### src/port3_pkg.sv
// constants and carriers for the port three data register block
// Operation
// - eight-bit register: upper nibble outputs, lower inputs
// - pin seven follows bit unless comparator-output enabled
// - timer-one field 01 gives pin six to timers
// - timer-two bit zero gives pin five timer
// - pin four: comparator or timer override blocks writes
// - programming mode blocks writes reaching pin four
// - upper nibble reads last written value
// - writes to lower nibble ignored
// - bit three: pin or stop-recovery condition, inverted
// - bit two: pin or comparator two output
// - bit one: pin, comparator one, or amplifier
// - reset clears outputs; stop recovery keeps contents
// - amplifier bit overrides analog bit for bit one
package port3_pkg;
  localparam logic [7:0] port_three_data_off = 8'h03;
  localparam logic [3:0] out_rst_val         = 4'h0;
  localparam int         sync_stages         = 3;
  localparam logic [1:0] t1_timer_out_mode   = 2'h1;

  // mode and control bits taken from the neighbouring registers
  typedef struct packed {
    logic       amp_enable;     // port_three_mode bit 2
    logic       analog_mode;    // port_three_mode bit 1
    logic       cmp_out_en;     // port_config_reg bit 0
    logic [1:0] t1_mode;        // timer_one_control bits 7:6
    logic       t2_out_en;      // timer_two_control bit 0
    logic       t0_out_en;      // timer_zero_control bit 0
    logic       stop_recovery_control_four_sel;       // stop_recovery_control_four bit 4
    logic       icp_mode;       // in_circuit_programming active
  } port3_ctrl_t;

  // alternate-function sources
  typedef struct packed {
    logic cmp1_out;
    logic cmp2_out;
    logic ir_amp_out;
    logic t8_t16_out;
    logic t16_out;
    logic t8_out;
    logic smr_cond;
  } port3_func_t;
endpackage

### src/port3_sync.sv
// three-stage synchroniser with agreement filter for one pin
`timescale 1ns/1ps
module port3_sync (
  // clock and reset
  input  wire logic clock,
  input  wire logic sys_rst,
  // pin
  input  wire logic pin_in,
  output logic      pin_sync
);
  logic [port3_pkg::sync_stages-1:0] stage_r;

  always_ff @(posedge clock) begin
    if (sys_rst) begin
      stage_r <= '0;
    end else begin
      stage_r <= {stage_r[port3_pkg::sync_stages-2:0], pin_in};
    end
  end

  // level taken once second and third stages agree
  always_ff @(posedge clock) begin
    if (sys_rst) begin
      pin_sync <= 1'b0;
    end else if (stage_r[1] == stage_r[2]) begin
      pin_sync <= stage_r[2];
    end
  end
endmodule // port3_sync

### src/port3_mixed_io.sv
// port three mixed input/output data register
`timescale 1ns/1ps
module port3_mixed_io (
  // clock and reset
  input  wire logic               clock,
  input  wire logic               sys_rst,
  // register port
  input  wire logic [7:0]         reg_addr,
  input  wire logic [7:0]         reg_wdata,
  input  wire logic               reg_wr,
  input  wire logic               reg_rd,
  output logic      [7:0]         reg_rdata,
  // mode and alternate functions
  input  wire port3_pkg::port3_ctrl_t ctrl,
  input  wire port3_pkg::port3_func_t func,
  // pins
  input  wire logic [3:0]         pin_in,
  output logic      [7:4]         pin_out
);
  logic [3:0] out_r;
  logic [3:0] in_sync;
  logic [7:0] read_val;
  logic       hit;

  function automatic logic addr_hit(input logic [7:0] a);
    return a == port3_pkg::port_three_data_off;
  endfunction

  assign hit = addr_hit(reg_addr);

  genvar g;
  generate
    for (g = 0; g < 4; g++) begin : g_sync
      port3_sync u_sync (
        .clock    (clock),
        .sys_rst  (sys_rst),
        .pin_in   (pin_in[g]),
        .pin_sync (in_sync[g])
      );
    end
  endgenerate

  // only upper nibble stored; stop recovery is not a reset here
  always_ff @(posedge clock) begin
    if (sys_rst) begin
      out_r <= port3_pkg::out_rst_val;
    end else if (reg_wr && hit) begin
      out_r <= reg_wdata[7:4];
    end
  end

  // pin drive with function overrides
  always_ff @(posedge clock) begin
    if (sys_rst) begin
      pin_out <= port3_pkg::out_rst_val;
    end else begin
      pin_out[7] <= ctrl.cmp_out_en ? func.cmp1_out : out_r[3];
      pin_out[6] <= (ctrl.t1_mode == port3_pkg::t1_timer_out_mode) ?
                    func.t8_t16_out : out_r[2];
      pin_out[5] <= ctrl.t2_out_en ? func.t16_out : out_r[1];
      if (ctrl.icp_mode) begin
        pin_out[4] <= pin_out[4];
      end else if (ctrl.cmp_out_en) begin
        pin_out[4] <= func.cmp2_out;
      end else if (ctrl.t0_out_en) begin
        pin_out[4] <= func.t8_out;
      end else begin
        pin_out[4] <= out_r[0];
      end
    end
  end

  always_comb begin
    read_val[7:4] = out_r;
    if (ctrl.analog_mode || ctrl.stop_recovery_control_four_sel) begin
      read_val[3] = ~func.smr_cond;
    end else begin
      read_val[3] = in_sync[3];
    end
    read_val[2] = ctrl.analog_mode ? func.cmp2_out : in_sync[2];
    if (ctrl.amp_enable) begin
      read_val[1] = func.ir_amp_out;
    end else if (ctrl.analog_mode) begin
      read_val[1] = func.cmp1_out;
    end else begin
      read_val[1] = in_sync[1];
    end
    read_val[0] = ctrl.analog_mode ? 1'b1 : in_sync[0];
  end

  // read data stand only in the cycle after the strobe; unmapped reads zero
  always_ff @(posedge clock) begin
    if (sys_rst) begin
      reg_rdata <= 8'h00;
    end else if (reg_rd && hit) begin
      reg_rdata <= read_val;
    end else begin
      reg_rdata <= 8'h00;
    end
  end
endmodule // port3_mixed_io

### config.mk
export PLATFORM = sky130hd
export DESIGN_NAME = port3_mixed_io
export DESIGN_NICKNAME = d
export VERILOG_FILES = /design/src/port3_pkg.sv /design/src/port3_sync.sv /design/src/port3_mixed_io.sv
export SDC_FILE = /design/constraint.sdc
export NUM_CORES = 1
export LEC_CHECK = 0
export BUFFER_PORTS_ARGS = -buffer_cell sky130_fd_sc_hd__buf_4
export CORE_ASPECT_RATIO = 0.6
export CORE_MARGIN = 2
export CORE_UTILIZATION = 48
export CTS_CLUSTER_SIZE = 40
export DETAILED_ROUTE_END_ITERATION = 10
export HOLD_SLACK_MARGIN = 0.08
export PLACE_DENSITY_LB_ADDON = 0.05
export RECOVER_POWER = 100
export SKIP_CTS_REPAIR_TIMING = 1
export SLEW_MARGIN = 20
export SYNTH_ARGS = -nofsm -noshare
export SYNTH_HDL_FRONTEND = slang
export SYNTH_SLANG_ARGS = --single-unit
### constraint.sdc
create_clock -name clock -period 2.3 [get_ports clock]
set_clock_uncertainty 0.1 [all_clocks]
set_input_delay 0.345 -clock clock [delete_from_list [all_inputs] [get_ports clock]]
set_output_delay 0.345 -clock clock [all_outputs]
set_load 0.05 [all_outputs]
# Word-level counts from Yosys, hierarchy flattened
# Index checks and enable logic that the tools add are counted.
[word_totals]
word_cells = 34
inputBits = 40
output_inout_bits = 12
ff_bits = 32
[classes]
n_reduce_logical = 4
n_mux = 10
n_bitwise = 2
eq_ne = 6
[ops]
columns = ["operator", "n"]
rows = [
  ["1-bit two-way mux", 10],
  ["8-bit by 2-bit == test with 1-bit output (second input constant)", 1],
  ["1-bit == test", 4],
  ["2-bit by 1-bit == test with 1-bit output (second input constant)", 1],
  ["1-bit logical AND", 2],
  ["1-bit NOT", 2],
  ["2-bit OR reduction", 1],
  ["1-bit logical OR", 1],
]

# Longest topological paths before layout
# Gate-level depths: netlist of run 1.
[depth]
word_depth = 4
ltp_mapped = 4
ltp_nobuf = 3

# Cells and area by module
# A second synthesis of run 1 with hierarchy kept.
[unflattened]
hier_cells = 100
hier_area_um2 = 1107.3
[modules_own_cells]
columns = ["mod", "instances", "seq_area_each_um2", "cells_each", "area_per_inst_um2"]
rows = [
  ["port3_mixed_io", 1, 320.3, 60, 656.9],
  ["port3_sync", 4, 80.1, 10, 112.6],
]

# Least setup slack after synthesis of run 1
# Ideal clock, no wire load.
[synth_path]
path_type = "input -> register"
start = "in reg_addr[3]"
end = "reg reg_rdata[3]"
setup_time_ns = 0.060
slack_ns = 0.677
required_ns = 2.140
path_stages = 3
path_buffers = 0
arrival_time_ns = 1.463
cell_sequence = "or4bb_1 -> nor4b_4 -> o311a_1"
[synth_between]
elab_chain_len = 4
[synth_lines]
columns = ["element", "line", "rtl"]
rows = [
  ["from (decl)", "port3_mixed_io.sv:8", "input wire logic [7:0] reg_addr,"],
  ["8-bit by 2-bit == test with 1-bit output", "port3_mixed_io.sv:26", "return a == port3_pkg::port_three_data_off;"],
  ["1-bit logical AND", "port3_mixed_io.sv:95", "end else if (reg_rd && hit) begin"],
  ["1-bit NOT (no source line)", "--", ""],
  ["2-bit OR reduction (no source line)", "--", ""],
  ["to (signal assigned)", "port3_mixed_io.sv:96", "reg_rdata <= read_val;"],
  ["to (decl)", "port3_mixed_io.sv:12", "output logic [7:0] reg_rdata,"],
]
# No other way between the ends.
# A chain may end at the register's enable or synchronous reset.

# Final worst setup path of run 1
[layout_path]
start = "in reg_addr[5]"
end = "reg reg_rdata[3]"
# The elaborated chain is that of the path after synthesis.

==> results of run 1 <==
[critical path: stages]
cell	delay [ns]
clkbuf_4	0.10
or4_1	0.56
nor4b_2	0.72
o311a_1	0.29
[area by class of cell]
class,instances,area (um^2),share of cell area [%]
Sequential cell,32,641,42.7
Clock inverter,1,5.00,0.334
Clock buffer,6,72.6,4.84
Inverter,1,3.75,0.250
Timing Repair Buffer,47,304,20.3
Tap cell,30,37.5,2.50
Multi-Input combinational cell,66,435,29.0
[power by group]
group          internal (mW)  total (mW)  switching [mW]  leakage (nW)
Sequential             0.566       0.570         0.00418         0.260
Clock                  0.205       0.385           0.180        0.0410
Combinational         0.0530      0.0903          0.0373         0.323
Total                  0.824        1.05           0.222         0.625
[stage by stage]
step	hold WS (ns)	utilization [%]	cells	power [mW]
floorplan	0.314	-	102	0.620
global placement	0.318	68.5	176	0.675
detailed placement	0.321	68.5	176	0.678
CTS	0.174	72.1	183	1.06
global route	0.175	68.8	183	1.09
finish	0.176	68.8	183	1.05
[layout by cell type (no fill, tap or decap), drive strengths merged]
cell type / netlist / final
o2bb2ai: 1 / 1
or4bb: 1 / 1
nand2b: 8 / 8
a21oi: 4 / 4
o21ai: 7 / 7
or4: 1 / 1
o21a: 1 / 1
nor3: 1 / 1
mux2i: 10 / 10
nand2: 7 / 7
clkinv: 0 / 1
buf: 0 / 33
nor2: 4 / 4
o311a: 1 / 1
dfxtp: 32 / 32
and2: 5 / 5
nor2b: 14 / 14
clkbuf: 3 / 20
nor4b: 1 / 1
inv: 1 / 1
[metal layers]
layer	global-route usage (%)	vias to the layer above	share of wire (%)
li1	-	438	-
met1	19.1	385	44
met2	32.0	33	45
met3	8.60	9	8.3
met4	11.7	0	2.6
met5	0	-	0
[flip-flops by register name, indices dropped and copies added, names as in the netlist]
signal / cells
g_sync.u_sync.stage_r: 12
g_sync.u_sync.pin_sync: 4
out_r: 4
reg_rdata: 8
pin_out: 4
[final timing paths]
kind | from | endpoint | slack (ns)
max | reg_addr[5] | reg_rdata[3] | 0.41
min | pin_in[3] | g_sync[3].u_sync.stage_r[0] | 0.18
max reg2reg | out_r[0] | pin_out[4] | 1.40
min reg2reg | g_sync[2].u_sync.stage_r[0] | g_sync[2].u_sync.stage_r[1] | 0.34
[logic make-up after synthesis]
kind of cell	Yosys count	synth area share, %
flip-flops	32	57.5
buffers and inverters	4	1.35
multiplexers	10	8.98
AO/OA/AOI/OAI	14	7.30
AND/OR/NAND/NOR	42	24.9
==> metrics.cfg, run 1 <==
[run_status]
status = finished clean

[place]
io_buffers = 47
dp_hpwl_um = 1640
pre_cts_slack_ns = 0.359
place_congestion = 0.679
placed_area_um2 = 1490

[global_routing]
globalRouteOverflowTotal = 0
grt_usage_pct = 18.4
grt_max_degree = 31
grt_pass1_vias = 778
grt_pass1_wl_um = 3370
antenna_found_initial = 0

[sta]
max_slew_margin_pct = 21.3
clock.fmax_ghz = 0.528
worstMarginPinSlew_ns = 1.18
hold_viol_final = 0
setup_ws_ns = 0.406
post-route-min-period_ns = 1.89
setup_tns_ns = 0
grt_setup_unrepaired = no
fin_crit_sh_pct = 82.4
setup_violations = 0
final_max_slew_viol_count = 0

[route]
wire_per_inst_um = 12.3
drt-vias-per-instance = 4.73
remaining_drc_errors = 0
num_vias = 865
ant_nets = 0
drt-pass1-iter-count = 3
routed_wirelength_um = 2250
drt_iter0_markers = 26

[yosys]
syn-num-nets = 142
synth.top_cell.area_share_pct = 57.5
yosysWarnings = 0
ys_ff_latch = 32
synth_flop_cell = dfxtp_1
yosysMostFrequentCell = dfxtp_1
syn_inst = 102
netlist_area_um2 = 1110
synthArstFlopShare_pct = 0
avgSynthCellArea_um2 = 10.9
synth_top_area_cell = dfxtp_1
synth_top_cells_by_area = dfxtp_1, mux2i_1, nor2b_1
seq_area_frac_synth_pct = 57.5
synth-edff-count = 0
synth_top_cells_by_count = dfxtp_1, nor2b_1, mux2i_1
ys_types = 19

[setup_path]
crit_path_end_kind = register
worstSetupStartpointType = primary input
path_max_fanout = 8
path_class = primary input to register
cp.required_ns = 2.42
ff2ff_path_depth = 3
cp.arrival_ns = 2.02

[final_layout]
fin_area_um2 = 1500
drive_gt1_share_pct = 29.4
syn_to_final_growth_pct = 34.5
nets = 193
insertedDiodeCount = 0
num-fill-cells = 200

[pwr]
powerDensity_nw_per_um2 = 697
ir_drop_v = 0.000460
leakagePower_nw = 0.625

[clock_tree]
path_clk_slew_ns = 0.06
root_buffer = clkbuf_8
clkSinkCount = 32
cts.path.max_buffers = 2
cts_tree = yes
numCtsBuffers = 5
htreeDepth = 2
insertion_delay_ns = 0.28

[floorplan]
coreArea_um2 = 2180
ios = 52
die_area_um2 = 2740
num_rows = 13
initial_utilization_pct = 51.1
die_h_um = 41.3
die_w_um = 66.2

[hold_path]
hold_path.class = primary input to register
holdPathStages = 2

[run]
max-cap-violations = 0

Note: power is estimated with default switching activity, not from simulation.
==> run 2, diff against run 1 <==
- CORE_UTILIZATION: 48 -> 44
- clock period: 2.3 -> 1.8 ns (I/O delays scaled with it)
==> run 2 against run 1 <==
Critical path depth increased by 1; combinational power increased by 27%; wire length down 4.9%; sequential share of layout area shrank 0.70 points; cell count up 2.2%; clock power grew 41%; non-clock buffer count rose by 1; largest cell class unchanged.
==> metrics.cfg, run 2 (same netlist as run 1, synthesis figures left out) <==
[pwr]
ir_drop_v = 0.000553
leakagePower_nw = 0.637
powerDensity_nw_per_um2 = 908
p_total_mw = 1.38

[floorplan]
die_h_um = 43.0
die_area_um2 = 2970
initial_utilization_pct = 45.5
coreArea_um2 = 2450
num_rows = 14
die_w_um = 69.0
ios = 52

[final_layout]
multi_input_area_um2 = 434
drive_gt1_share_pct = 30.3
insertedDiodeCount = 0
fin_area_um2 = 1520
final_common_cell = buf_4
largest_reg_flops = 12
largest-register = g_sync.u_sync.stage_r
num-fill-cells = 236
seq_area_um2 = 641
reg.largest.list = g_sync.u_sync.stage_r x12, reg_rdata x8
nets = 194
layout_common_cells = buf_4, dfxtp_1, nor2b_1, clkbuf_1, mux2i_1
syn_to_final_growth_pct = 36.7

[route]
drt_iter0_markers = 22
ant_nets = 0
wire_per_inst_um = 11.5
num_vias = 869
drt-pass1-iter-count = 4
drt-vias-per-instance = 4.65
routed_wirelength_um = 2140
remaining_drc_errors = 0

[sta]
grt_setup_unrepaired = no
post-route-min-period_ns = 1.51
final_max_slew_viol_count = 0
hold_viol_final = 0
max_slew_margin_pct = 58.2
fin_crit_sh_pct = 84.1
fin_worst_hold_slack_ns = 0.102
setup_tns_ns = 0
setup_ws_ns = 0.287
setup_violations = 0
worstMarginPinSlew_ns = 0.630
clock.fmax_ghz = 0.661

[setup_path]
cp.required_ns = 1.92
slowest_stage = or4_1
critPathBufInv = 2
max_stage_delay_ns = 0.56
cp.arrival_ns = 1.63
cp_cell_sequence = clkbuf_4 -> or4_1 -> nor4b_1 -> buf_4 -> o311a_1
path_max_fanout = 8
path_class = primary input to register
path_delay_family = simple AND/OR/NAND/NOR gates
crit_path_end_kind = register
worstSetupStartpointType = primary input

[clock_tree]
path_clk_slew_ns = 0.06
cts_tree = yes
cts.path.max_buffers = 2
numCtsBuffers = 5
htreeDepth = 2
root_buffer = clkbuf_8
clkSinkCount = 32
insertion_delay_ns = 0.28

[global_routing]
grt_usage_pct = 16.3
globalRouteOverflowTotal = 0
grt_pass1_vias = 812
grt_max_degree = 31
antenna_found_initial = 0
grt_pass1_wl_um = 3310

[place]
placed_area_um2 = 1500
pre_cts_slack_ns = 0.0671
place_congestion = 0.668
dp_hpwl_um = 1590
io_buffers = 47

[run]
max-cap-violations = 0

[run_status]
status = finished clean

[hold_path]
hold_path.class = primary input to register

[run 2: final cells by class]
type	instances	share of cell area, %
inverter	1	0.246
timing repair buffer	48	20.7
clock buffer	8	5.91
sequential	32	42.0
tap	32	2.63
multi-input combinational	66	28.5
[run 2: report_power, final]
part / switching (mW) / total (mW) / internal [mW]
clock: 0.231 / 0.542 / 0.311
combinational: 0.0465 / 0.115 / 0.0682
sequential: 0.00455 / 0.728 / 0.723
total: 0.282 / 1.38 / 1.10
[run 2: per-stage QoR]
| stage | instances | util [%] |
|---|---|---|
| floorplan | 102 | - |
| global placement | 179 | 61.3 |
| detailed placement | 179 | 61.3 |
| CTS | 187 | 65.0 |
| global route | 187 | 62.1 |
| finish | 187 | 62.1 |
[run 2: path summary, 6_finish.rpt]
check                              startpoint                     endpoint  slack (ns)  cells past startpoint
setup / recovery                  reg_addr[5]                 reg_rdata[3]        0.29                      5
hold / removal                      pin_in[1]  g_sync[1].u_sync.stage_r[0]        0.10                      2
setup reg to reg    g_sync[3].u_sync.pin_sync                 reg_rdata[3]        0.94                      1
hold reg to reg   g_sync[1].u_sync.stage_r[0]  g_sync[1].u_sync.stage_r[1]        0.34                      1
[run 2: per-layer routing]
layer  vias up  track usage, %  wire (um)
met5         -               0          0
met4         0            11.8         46
met3         5            6.37        220
met2        33            26.0        958
met1       391            17.4        917
li1        440               -          -
